## config.mk

```make
export PLATFORM = sky130hd
export DESIGN_NAME = gsf_supervisor
export DESIGN_NICKNAME = d
export VERILOG_FILES = /design/src/rtl/gsf_pkg.sv /design/src/rtl/gsf_persist.sv /design/src/rtl/gsf_supervisor.sv
export SDC_FILE = /design/constraint.sdc
export NUM_CORES = 2
export LEC_CHECK = 0
export BUFFER_PORTS_ARGS = -buffer_cell sky130_fd_sc_hd__buf_4
export CELL_PAD_IN_SITES_DETAIL_PLACEMENT = 0
export CELL_PAD_IN_SITES_GLOBAL_PLACEMENT = 1
export CORE_ASPECT_RATIO = 1.25
export CORE_MARGIN = 4
export CORE_UTILIZATION = 40
export DETAILED_ROUTE_END_ITERATION = 10
export GPL_TIMING_DRIVEN = 0
export PLACE_DENSITY_LB_ADDON = 0.1
export SLEW_MARGIN = 20
export SYNTH_ARGS = -nofsm -noshare
export SYNTH_HDL_FRONTEND = slang
export SYNTH_SLANG_ARGS = --single-unit
export TNS_END_PERCENT = 20
```

## constraint.sdc

```tcl
create_clock -name i_sys_clk -period 7 [get_ports i_sys_clk]
set_input_delay 2.1 -clock i_sys_clk [delete_from_list [all_inputs] [get_ports i_sys_clk]]
set_output_delay 2.1 -clock i_sys_clk [all_outputs]
set_load 0.1 [all_outputs]
```

## src/rtl/gsf_pkg.sv

```systemverilog
// shared constants and types for the genset fault supervisor
package gsf_pkg;

    // ------------------------------------------------------------
    // clock and timer base
    // ------------------------------------------------------------
    localparam int unsigned CLK_HZ = 50_000_000;
    localparam int unsigned TICK_HZ = 1_000;
    localparam int unsigned MS_TICK_CYC = CLK_HZ / TICK_HZ;
    localparam int unsigned TICK_W = 16;
    localparam int unsigned TMR_W = 16;
    localparam int unsigned MEAS_W = 16;
    localparam int unsigned ACC_W = 32;
    localparam int unsigned ATT_W = 4;
    localparam int unsigned SVC_N = 3;

    // ------------------------------------------------------------
    // fixed timeouts
    // ------------------------------------------------------------
    localparam int unsigned ECU_TIMEOUT_S = 3;
    localparam int unsigned ECU_TIMEOUT_MS = ECU_TIMEOUT_S * 1000;
    localparam int unsigned BTN_HOLD_S = 5;
    localparam int unsigned BTN_HOLD_MS = BTN_HOLD_S * 1000;

    // ------------------------------------------------------------
    // types
    // ------------------------------------------------------------
    typedef struct packed {
        logic [MEAS_W-1:0] l1;
        logic [MEAS_W-1:0] l2;
        logic [MEAS_W-1:0] l3;
    } gsf_phase_s;

    typedef struct packed {
        logic chg_low;
        logic ecu_fail;
        logic volt_unbal;
        logic curr_unbal;
        logic overcurr;
        logic spd_loss;
        logic start_fail;
        logic svc_req;
    } gsf_alarm_s;

    typedef enum logic [1:0] {
        ACT_NONE = 2'h0,
        ACT_WARN = 2'h1,
        ACT_STOP = 2'h2,
        ACT_DUMP = 2'h3
    } gsf_act_e;

    typedef enum logic [1:0] {
        BTN_IDLE = 2'h0,
        BTN_FIRE = 2'h1,
        BTN_WAIT = 2'h3
    } gsf_btn_e;

    // ------------------------------------------------------------
    // reset values
    // ------------------------------------------------------------
    localparam gsf_alarm_s ALARM_RST = '0;
    localparam logic [ACC_W-1:0] ACC_RST = '0;
    localparam logic [ATT_W-1:0] ATT_RST = '0;
    localparam logic [TMR_W-1:0] TMR_RST = '0;

endpackage

```

## src/rtl/gsf_persist.sv

```systemverilog
// persistence timer: level output once a condition held long enough
`timescale 1ns/100ps
`default_nettype none
module gsf_persist
    import gsf_pkg::*;
(
    input wire logic i_sys_clk,
    input wire logic i_nrst,
    input wire logic i_tick,
    input wire logic i_cond,
    input wire logic [TMR_W-1:0] i_limit,
    output logic o_done
);

    logic [TMR_W-1:0] cnt_ff;
    logic [TMR_W-1:0] nxt_cnt;
    logic done_ff;
    logic nxt_done;

    // ------------------------------------------------------------
    // count ms ticks while the condition holds
    // ------------------------------------------------------------
    always_comb begin
        nxt_cnt = cnt_ff;
        if (!i_cond) begin
            nxt_cnt = TMR_RST;
        end else if (i_tick && cnt_ff < i_limit) begin
            nxt_cnt = cnt_ff + TMR_W'(1);
        end
        nxt_done = i_cond && (nxt_cnt >= i_limit);
    end

    always_ff @(posedge i_sys_clk or negedge i_nrst) begin
        if (!i_nrst) begin
            cnt_ff <= TMR_RST;
            done_ff <= 1'b0;
        end else begin
            cnt_ff <= nxt_cnt;
            done_ff <= nxt_done;
        end
    end

    assign o_done = done_ff;

    persist_rst_a: assert property (
        @(posedge i_sys_clk) disable iff (!i_nrst)
        !i_cond |=> (cnt_ff == TMR_RST) && !o_done)
        else $error("persistence timer did not restart");

    persist_hold_a: assert property (
        @(posedge i_sys_clk) disable iff (!i_nrst)
        $rose(o_done) |-> $past(i_cond) && (cnt_ff >= $past(i_limit)))
        else $error("persistence timer expired early");

endmodule // gsf_persist
`default_nettype wire

```

## src/rtl/gsf_supervisor.sv

```systemverilog
// genset fault supervisor: limit checks, delays and sticky alarms
`timescale 1ns/100ps
`default_nettype none
module gsf_supervisor
    import gsf_pkg::*;
#(
    parameter logic [TICK_W-1:0] TICK_CYC = TICK_W'(MS_TICK_CYC)
) (
    input wire logic i_sys_clk,
    input wire logic i_nrst,
    input wire logic i_alarm_clr,
    input wire logic i_eng_running,
    input wire logic i_fuel_on,
    input wire logic i_ecu_msg,
    input wire logic i_crank_end,
    input wire logic [MEAS_W-1:0] i_chg_volt,
    input wire logic [MEAS_W-1:0] i_chg_low_lim,
    input wire gsf_phase_s i_ph_volt,
    input wire gsf_phase_s i_ph_curr,
    input wire logic [MEAS_W-1:0] i_dev_lim,
    input wire logic [MEAS_W-1:0] i_oc_thr,
    input wire logic [ACC_W-1:0] i_oc_curve,
    input wire logic [MEAS_W-1:0] i_rpm,
    input wire logic [MEAS_W-1:0] i_crank_cut_rpm,
    input wire logic [TMR_W-1:0] i_holdoff_ms,
    input wire logic [TMR_W-1:0] i_unbal_ms,
    input wire logic [TMR_W-1:0] i_spd_loss_ms,
    input wire logic [ATT_W-1:0] i_start_max,
    input wire logic [SVC_N-1:0] i_svc_expired,
    input wire logic [1:0] i_btn_n,
    input wire gsf_act_e i_act_cunb,
    input wire gsf_act_e i_act_oc,
    input wire gsf_act_e i_act_spd,
    output gsf_alarm_s o_alarm,
    output logic o_warning,
    output logic o_load_dump,
    output logic o_shutdown,
    output logic o_svc_clear
);

    // ------------------------------------------------------------
    // helpers
    // ------------------------------------------------------------
    // true when 3*x is further than 3*lim from the phase sum
    function automatic logic far_off(
        input logic [MEAS_W-1:0] x,
        input logic [MEAS_W+1:0] sum,
        input logic [MEAS_W+1:0] lim3
    );
        logic [MEAS_W+1:0] x3;
        x3 = (MEAS_W+2)'(x) * (MEAS_W+2)'(3);
        far_off = (x3 > sum) ? ((x3 - sum) > lim3) : ((sum - x3) > lim3);
    endfunction

    function automatic logic dev_over(
        input gsf_phase_s p,
        input logic [MEAS_W-1:0] lim
    );
        logic [MEAS_W+1:0] sum;
        logic [MEAS_W+1:0] lim3;
        sum = (MEAS_W+2)'(p.l1) + (MEAS_W+2)'(p.l2) + (MEAS_W+2)'(p.l3);
        lim3 = (MEAS_W+2)'(lim) * (MEAS_W+2)'(3);
        dev_over = far_off(p.l1, sum, lim3) || far_off(p.l2, sum, lim3)
                || far_off(p.l3, sum, lim3);
    endfunction

    // maximum phase excess over the threshold, zero when none
    function automatic logic [MEAS_W-1:0] excess(
        input gsf_phase_s p,
        input logic [MEAS_W-1:0] thr
    );
        logic [MEAS_W-1:0] m;
        m = p.l1;
        if (p.l2 > m) begin
            m = p.l2;
        end
        if (p.l3 > m) begin
            m = p.l3;
        end
        excess = (m > thr) ? m - thr : '0;
    endfunction

    // ------------------------------------------------------------
    // millisecond tick
    // ------------------------------------------------------------
    logic [TICK_W-1:0] tick_cnt_ff;
    logic [TICK_W-1:0] nxt_tick_cnt;
    logic tick_ff;
    logic nxt_tick;

    always_comb begin
        nxt_tick = (tick_cnt_ff == TICK_CYC - TICK_W'(1));
        nxt_tick_cnt = nxt_tick ? '0 : tick_cnt_ff + TICK_W'(1);
    end

    always_ff @(posedge i_sys_clk or negedge i_nrst) begin
        if (!i_nrst) begin
            tick_cnt_ff <= '0;
            tick_ff <= 1'b0;
        end else begin
            tick_cnt_ff <= nxt_tick_cnt;
            tick_ff <= nxt_tick;
        end
    end

    // ------------------------------------------------------------
    // button synchroniser
    // ------------------------------------------------------------
    logic [1:0] btn_s1_ff;
    logic [1:0] btn_s2_ff;

    always_ff @(posedge i_sys_clk or negedge i_nrst) begin
        if (!i_nrst) begin
            btn_s1_ff <= 2'h3;
            btn_s2_ff <= 2'h3;
        end else begin
            btn_s1_ff <= i_btn_n;
            btn_s2_ff <= btn_s1_ff;
        end
    end

    // ------------------------------------------------------------
    // persistence timers
    // ------------------------------------------------------------
    logic hold_done;
    logic vunb_exp;
    logic cunb_exp;
    logic ecu_exp;
    logic spd_exp;
    logic btn_exp;
    logic both_btn;
    logic oc_any;

    assign both_btn = (btn_s2_ff == 2'h0);
    assign oc_any = (excess(i_ph_curr, i_oc_thr) != '0);

    gsf_persist u_hold (
        .i_sys_clk(i_sys_clk),
        .i_nrst(i_nrst),
        .i_tick(tick_ff),
        .i_cond(i_eng_running),
        .i_limit(i_holdoff_ms),
        .o_done(hold_done)
    );

    gsf_persist u_vunb (
        .i_sys_clk(i_sys_clk),
        .i_nrst(i_nrst),
        .i_tick(tick_ff),
        .i_cond(hold_done && dev_over(i_ph_volt, i_dev_lim)),
        .i_limit(i_unbal_ms),
        .o_done(vunb_exp)
    );

    gsf_persist u_cunb (
        .i_sys_clk(i_sys_clk),
        .i_nrst(i_nrst),
        .i_tick(tick_ff),
        .i_cond(hold_done && dev_over(i_ph_curr, i_dev_lim)),
        .i_limit(i_unbal_ms),
        .o_done(cunb_exp)
    );

    // a message drops the condition for a cycle and restarts the count
    gsf_persist u_ecu (
        .i_sys_clk(i_sys_clk),
        .i_nrst(i_nrst),
        .i_tick(tick_ff),
        .i_cond(i_fuel_on && !i_ecu_msg),
        .i_limit(TMR_W'(ECU_TIMEOUT_MS)),
        .o_done(ecu_exp)
    );

    gsf_persist u_spd (
        .i_sys_clk(i_sys_clk),
        .i_nrst(i_nrst),
        .i_tick(tick_ff),
        .i_cond(i_fuel_on && (i_rpm < i_crank_cut_rpm)),
        .i_limit(i_spd_loss_ms),
        .o_done(spd_exp)
    );

    gsf_persist u_btn (
        .i_sys_clk(i_sys_clk),
        .i_nrst(i_nrst),
        .i_tick(tick_ff),
        .i_cond(both_btn),
        .i_limit(TMR_W'(BTN_HOLD_MS)),
        .o_done(btn_exp)
    );

    // ------------------------------------------------------------
    // overcurrent inverse-time accumulator and start attempts
    // ------------------------------------------------------------
    logic [ACC_W-1:0] oc_acc_ff;
    logic [ACC_W-1:0] nxt_oc_acc;
    logic [ATT_W-1:0] att_ff;
    logic [ATT_W-1:0] nxt_att;
    logic [ACC_W:0] oc_sum;

    always_comb begin
        oc_sum = (ACC_W+1)'(oc_acc_ff)
               + (ACC_W+1)'(excess(i_ph_curr, i_oc_thr));
        nxt_oc_acc = oc_acc_ff;
        if (!oc_any) begin
            nxt_oc_acc = ACC_RST;
        end else if (tick_ff) begin
            nxt_oc_acc = oc_sum[ACC_W] ? '1 : oc_sum[ACC_W-1:0];
        end
        nxt_att = att_ff;
        if (i_eng_running || i_alarm_clr) begin
            nxt_att = ATT_RST;
        end else if (i_crank_end && att_ff != '1) begin
            nxt_att = att_ff + ATT_W'(1);
        end
    end

    always_ff @(posedge i_sys_clk or negedge i_nrst) begin
        if (!i_nrst) begin
            oc_acc_ff <= ACC_RST;
            att_ff <= ATT_RST;
        end else begin
            oc_acc_ff <= nxt_oc_acc;
            att_ff <= nxt_att;
        end
    end

    // ------------------------------------------------------------
    // sticky alarms and fault actions
    // ------------------------------------------------------------
    gsf_alarm_s alarm_ff;
    gsf_alarm_s nxt_alarm;
    logic warn_ff;
    logic nxt_warn;
    logic dump_ff;
    logic nxt_dump;
    logic stop_ff;
    logic nxt_stop;

    function automatic logic act_is(
        input logic flag,
        input gsf_act_e act,
        input gsf_act_e want
    );
        act_is = flag && (act == want);
    endfunction

    always_comb begin
        nxt_alarm = i_alarm_clr ? ALARM_RST : alarm_ff;
        // sets follow the clear so a same-cycle event is kept
        if (hold_done && i_chg_volt < i_chg_low_lim) begin
            nxt_alarm.chg_low = 1'b1;
        end
        if (ecu_exp) begin
            nxt_alarm.ecu_fail = 1'b1;
        end
        if (vunb_exp) begin
            nxt_alarm.volt_unbal = 1'b1;
        end
        if (cunb_exp) begin
            nxt_alarm.curr_unbal = 1'b1;
        end
        if (oc_any && oc_acc_ff >= i_oc_curve) begin
            nxt_alarm.overcurr = 1'b1;
        end
        if (spd_exp) begin
            nxt_alarm.spd_loss = 1'b1;
        end
        if (!i_eng_running && i_start_max != ATT_RST
                && att_ff >= i_start_max) begin
            nxt_alarm.start_fail = 1'b1;
        end
        if (|i_svc_expired) begin
            nxt_alarm.svc_req = 1'b1;
        end
        nxt_warn = alarm_ff.chg_low || alarm_ff.ecu_fail
                || alarm_ff.volt_unbal || alarm_ff.svc_req
                || act_is(alarm_ff.curr_unbal, i_act_cunb, ACT_WARN)
                || act_is(alarm_ff.overcurr, i_act_oc, ACT_WARN)
                || act_is(alarm_ff.spd_loss, i_act_spd, ACT_WARN);
        nxt_dump = act_is(alarm_ff.curr_unbal, i_act_cunb, ACT_DUMP)
                || act_is(alarm_ff.overcurr, i_act_oc, ACT_DUMP)
                || act_is(alarm_ff.spd_loss, i_act_spd, ACT_DUMP);
        nxt_stop = alarm_ff.start_fail
                || act_is(alarm_ff.curr_unbal, i_act_cunb, ACT_STOP)
                || act_is(alarm_ff.overcurr, i_act_oc, ACT_STOP)
                || act_is(alarm_ff.spd_loss, i_act_spd, ACT_STOP);
    end

    always_ff @(posedge i_sys_clk or negedge i_nrst) begin
        if (!i_nrst) begin
            alarm_ff <= ALARM_RST;
            warn_ff <= 1'b0;
            dump_ff <= 1'b0;
            stop_ff <= 1'b0;
        end else begin
            alarm_ff <= nxt_alarm;
            warn_ff <= nxt_warn;
            dump_ff <= nxt_dump;
            stop_ff <= nxt_stop;
        end
    end

    // ------------------------------------------------------------
    // service counter reset: one pulse per button hold
    // ------------------------------------------------------------
    gsf_btn_e btn_st_ff;
    gsf_btn_e nxt_btn_st;
    logic svc_clr_ff;
    logic nxt_svc_clr;

    always_comb begin
        nxt_btn_st = btn_st_ff;
        unique case (btn_st_ff)
            BTN_IDLE: begin
                if (btn_exp) begin
                    nxt_btn_st = BTN_FIRE;
                end
            end
            BTN_FIRE: begin
                nxt_btn_st = BTN_WAIT;
            end
            BTN_WAIT: begin
                if (!both_btn) begin
                    nxt_btn_st = BTN_IDLE;
                end
            end
            default: begin
                nxt_btn_st = BTN_IDLE;
            end
        endcase
        nxt_svc_clr = (nxt_btn_st == BTN_FIRE);
    end

    always_ff @(posedge i_sys_clk or negedge i_nrst) begin
        if (!i_nrst) begin
            btn_st_ff <= BTN_IDLE;
            svc_clr_ff <= 1'b0;
        end else begin
            btn_st_ff <= nxt_btn_st;
            svc_clr_ff <= nxt_svc_clr;
        end
    end

    assign o_alarm = alarm_ff;
    assign o_warning = warn_ff;
    assign o_load_dump = dump_ff;
    assign o_shutdown = stop_ff;
    assign o_svc_clear = svc_clr_ff;

    // ------------------------------------------------------------
    // checks
    // ------------------------------------------------------------
    chg_low_a: assert property (
        @(posedge i_sys_clk) disable iff (!i_nrst)
        hold_done && (i_chg_volt < i_chg_low_lim) |=> o_alarm.chg_low)
        else $error("low charge alarm missed");

    chg_holdoff_a: assert property (
        @(posedge i_sys_clk) disable iff (!i_nrst)
        $rose(o_alarm.chg_low) |-> $past(hold_done))
        else $error("charge alarm before holdoff");

    ecu_set_a: assert property (
        @(posedge i_sys_clk) disable iff (!i_nrst)
        ecu_exp |=> o_alarm.ecu_fail)
        else $error("engine unit fail alarm missed");

    ecu_fuel_a: assert property (
        @(posedge i_sys_clk) disable iff (!i_nrst)
        $rose(o_alarm.ecu_fail) |-> $past(i_fuel_on, 2))
        else $error("engine unit fail without fuel");

    vunb_set_a: assert property (
        @(posedge i_sys_clk) disable iff (!i_nrst)
        $rose(o_alarm.volt_unbal) |-> $past(vunb_exp))
        else $error("voltage unbalance without persistence");

    oc_clear_a: assert property (
        @(posedge i_sys_clk) disable iff (!i_nrst)
        !oc_any |=> (oc_acc_ff == ACC_RST))
        else $error("overcurrent accumulator kept");

    oc_set_a: assert property (
        @(posedge i_sys_clk) disable iff (!i_nrst)
        oc_any && (oc_acc_ff >= i_oc_curve) |=> o_alarm.overcurr)
        else $error("overcurrent alarm missed");

    oc_action_a: assert property (
        @(posedge i_sys_clk) disable iff (!i_nrst)
        o_alarm.overcurr && (i_act_oc == ACT_STOP) |=> o_shutdown)
        else $error("overcurrent stop action missed");

    alarm_sticky_a: assert property (
        @(posedge i_sys_clk) disable iff (!i_nrst)
        o_alarm.chg_low && !i_alarm_clr |=> o_alarm.chg_low)
        else $error("alarm dropped without clear");

    svc_req_a: assert property (
        @(posedge i_sys_clk) disable iff (!i_nrst)
        (|i_svc_expired) |=> o_alarm.svc_req)
        else $error("service request missed");

    svc_pulse_a: assert property (
        @(posedge i_sys_clk) disable iff (!i_nrst)
        o_svc_clear |=> !o_svc_clear)
        else $error("service clear longer than a cycle");

endmodule // gsf_supervisor
`default_nettype wire

```

==> results.toml <==
[placement]
dp_slack_ps = -5230
io_buffers = 305
placed_area_um2 = 39900
dp_cells = 5938
routabilityCongestion = 0.881
place_hpwl_um = 95400

[logic_synthesis]
synth_compound_area_frac = 0.232
synth_edf_count = 0
muxShareOfSynthArea = 0.0114
ys_warn_count = 0
yosys.area_share.xor_xnor = 0.0994
synth_area_um2 = 35600
synthArstFlopShare = 1.00
synth_simple_gate_area_frac = 0.172
synth_cell_types = 97
synth_top_family_by_area = "adder cells"
synth.yosys.seq_area_share = 0.122
syn_avg_cell_area_um2 = 8.02
synth_cells = 4443
synth_nets = 5575
synth_flop_cell = "dfrtp_1"
synth_seq_cells = 173
synthAdderAreaFrac = 0.309

[floorplan]
rows = 122
core-area_um2 = 88500
start_util = 0.402
die_w_um = 275
io_pins = 306
dieArea_um2 = 94000
dieHeight_um = 342

[power_and_ir_drop]
switchingPower_mw = 7.80
p_comb_frac = 0.863
intPower_mw = 7.54
ir_drop_uv = 144
p_per_area_nw_per_um2 = 349
p_total_mw = 15.3
p_sw_frac = 0.509
p_seq_frac = 0.065
clock_power_share = 0.072
cellLeakagePower_nw = 21.8

[routing]
ant_nets = 0
drt_iter0_drc = 1336
firstDrtPassIters = 6
via_per_inst = 5.48
dr_total_vias = 33500
wl_per_cell_um = 18.7
wl_um = 114000
drc = 0

[clock_tree]
numCtsBuffers = 17
cts_sinks = 173
cts_root_buf = "clkbuf_16"
cts_tree = "done"
clk_latency_ps = 450
path_clk_slew_ps = 70
clk_path_buf_depth = 2
cts_max_level = 4

[worst_setup_path]
path_max_fanout = 7
cp_slowest_cell = "fa_2"
rr_endpoint = "u_spd.o_done"
crit_end = "u_vunb.o_done"
crit_path_max_incr_delay_ps = 620
crit_type = "input pin to flip-flop"
reg2reg_slack_ps = 1600
end_kind = "flip-flop"
worstSetupStartpointType = "input pin"
crit_start = "i_ph_volt[33]"
reg2reg_depth = 26
r2r-start = "u_spd.cnt_ff[1]"
worstPathArrival_ps = 10360
cp_common_cell = "a21o_1"
cp.required_ps = 7330

[timing]
fin_tns_setup_ps = -133290
setup_viol = 67
timing.final.crit_share = 1.43
worst_pin_slew_ps = 1050
fmax_ghz = 0.0996
fin_ws_ps = -3040
hold_violations = 0
slew_violations = 0
finalClockSkew_ps = 12.7
rsz0062_at_grt = "yes"
finalCriticalPeriod_ps = 10040
max_slew_margin = 0.293

[outcome]
status = "finished with violations"
violations = "negative setup slack"

[finish]
fin_nets = 6052
areaGrowthSynthToFinish_pct = 23.5
layout_common_cells = "ha_1, buf_4, inv_1"
antenna_cells = 0
drive_above_1_share = 0.195
layout_commonest_cell = "ha_1"
final_area_um2 = 44000
fin_cells = 6111

[grt]
track_usage = 0.235
grt_pass1_vias = 34100
antenna_found_initial = 2
grt_pass1_wl_um = 178000
grt_max_degree = 95
grt-ovfl-total = 0

[hold_path]
hold-path-cell-count = 0
min_path_type = "flip-flop to flip-flop"

[run]
drv_cap = 0
==> how the worst min path moves through the flow <==
stage / end / slack, ps / startpoint
after CTS: btn_s2_ff[1] / 360 / btn_s1_ff[1]
after global placement: btn_s2_ff[1] / 350 / btn_s1_ff[1]
final: btn_s2_ff[1] / 360 / btn_s1_ff[1]
after detailed placement: btn_s2_ff[1] / 350 / btn_s1_ff[1]
after global routing: btn_s2_ff[1] / 360 / btn_s1_ff[1]
after floorplan: btn_s2_ff[0] / 350 / btn_s1_ff[0]
==> area by class of cell <==
| type | count | area (µm²) |
|---|---|---|
| repair buffers | 481 | 3810 |
| well taps | 1178 | 1470 |
| fillers | 8834 | 44500 |
| clock inverters | 12 | 205 |
| inverters | 419 | 1590 |
| plain buffers | 63 | 369 |
| clock buffers | 20 | 467 |
| flip-flops and latches | 173 | 4330 |
| multi-input cells | 3765 | 31800 |
==> power groups by stage <==
| stage | combinational [mW] | clock [mW] | sequential (mW) |
|---|---|---|---|
| floorplan | 8.32 | 0 | 1.03 |
| global placement | 11.2 | 0 | 1.02 |
| detailed placement | 11.4 | 0 | 1.02 |
| CTS | 12.6 | 1.13 | 1.00 |
| global route | 14.7 | 1.17 | 1.00 |
| finish | 13.2 | 1.10 | 1.00 |
==> stage by stage <==
step | utilization | hold slack [ps]
2_1_floorplan | - | 345
3_3_place_gp | 0.448 | 348
3_5_place_dp | 0.451 | 347
4_1_cts | 0.485 | 357
5_1_grt | 0.497 | 361
6_report | 0.497 | 357
==> repair_timing <==
item | in CTS | in global routing
endpoints found under the setup margin | 67 | 67
pin swaps | 165 | 134
gates cloned | 3 | 0
resized for setup | 337 | 159
hold buffers | 0 | 0
setup buffers | 117 | 45
==> critical path: cells and delay by family <==
kind,cells,cell delay (ps)
XOR/XNOR,1,120
AO/OA/AOI/OAI,24,4570
AND/OR/NAND/NOR,6,820
adder cells (fa/ha/maj),6,2240
multiplexers,1,170
buffers and inverters,4,330
==> sequential cells by signal, indices dropped and copies added, names as in the netlist, 2 cells and up <==
signal,flops
oc_acc_ff,32
btn_st_ff,2
u_btn.cnt_ff,16
u_ecu.cnt_ff,16
o_alarm,8
btn_s2_ff,2
u_spd.cnt_ff,16
tick_cnt_ff,16
att_ff,4
u_vunb.cnt_ff,16
btn_s1_ff,2
u_cunb.cnt_ff,16
u_hold.cnt_ff,16
==> metal layers <==
| layer | part of all wire | GRT usage | vias up |
|---|---|---|---|
| met5 | 0.00024 | 0 | - |
| met4 | 0.025 | 0.0546 | 4 |
| met3 | 0.025 | 0.0173 | 113 |
| met2 | 0.52 | 0.448 | 444 |
| met1 | 0.43 | 0.285 | 16000 |
| li1 | - | - | 16900 |
==> Yosys cell counts, types with 17 or more instances <==
master      n  share of area
o22ai_1    22         0.0039
nor4_1     25         0.0044
nand2b_1   75          0.013
nand3_1   101          0.014
mux2i_1    34         0.0096
ha_1      783           0.27
o21bai_1   48          0.010
o211ai_1   33         0.0070
a21oi_1   359          0.050
o21ai_0   216          0.030
a31oi_1    25         0.0044
nor2b_1    76          0.013
nor3_1     69         0.0097
o31ai_1    21         0.0044
clkbuf_1   74         0.0078
xnor2_1   243          0.060
and3_1     48         0.0084
a211oi_1   37         0.0078
dfrtp_1   169           0.12
a21boi_0   17         0.0036
fa_1       55          0.031
or3_1      37         0.0065
a21o_1    233          0.049
inv_1     418          0.044
nand2_1   210          0.022
o21a_1     60          0.013
xor2_1    150          0.037
nor2_1    361          0.038
nand4_1    98          0.017
and2_1     50         0.0088
==> cells by family after synthesis <==
| kind of cell | count (synthesis) |
|---|---|
| buffers and inverters | 506 |
| xor gates and xnor gates | 398 |
| AOI/OAI and AO/OA | 1252 |
| and+or+nand+nor | 1224 |
| muxes | 40 |
| adders and majority gates | 850 |
| DFF | 173 |
No activity file was read; power rests on OpenSTA's default activity.
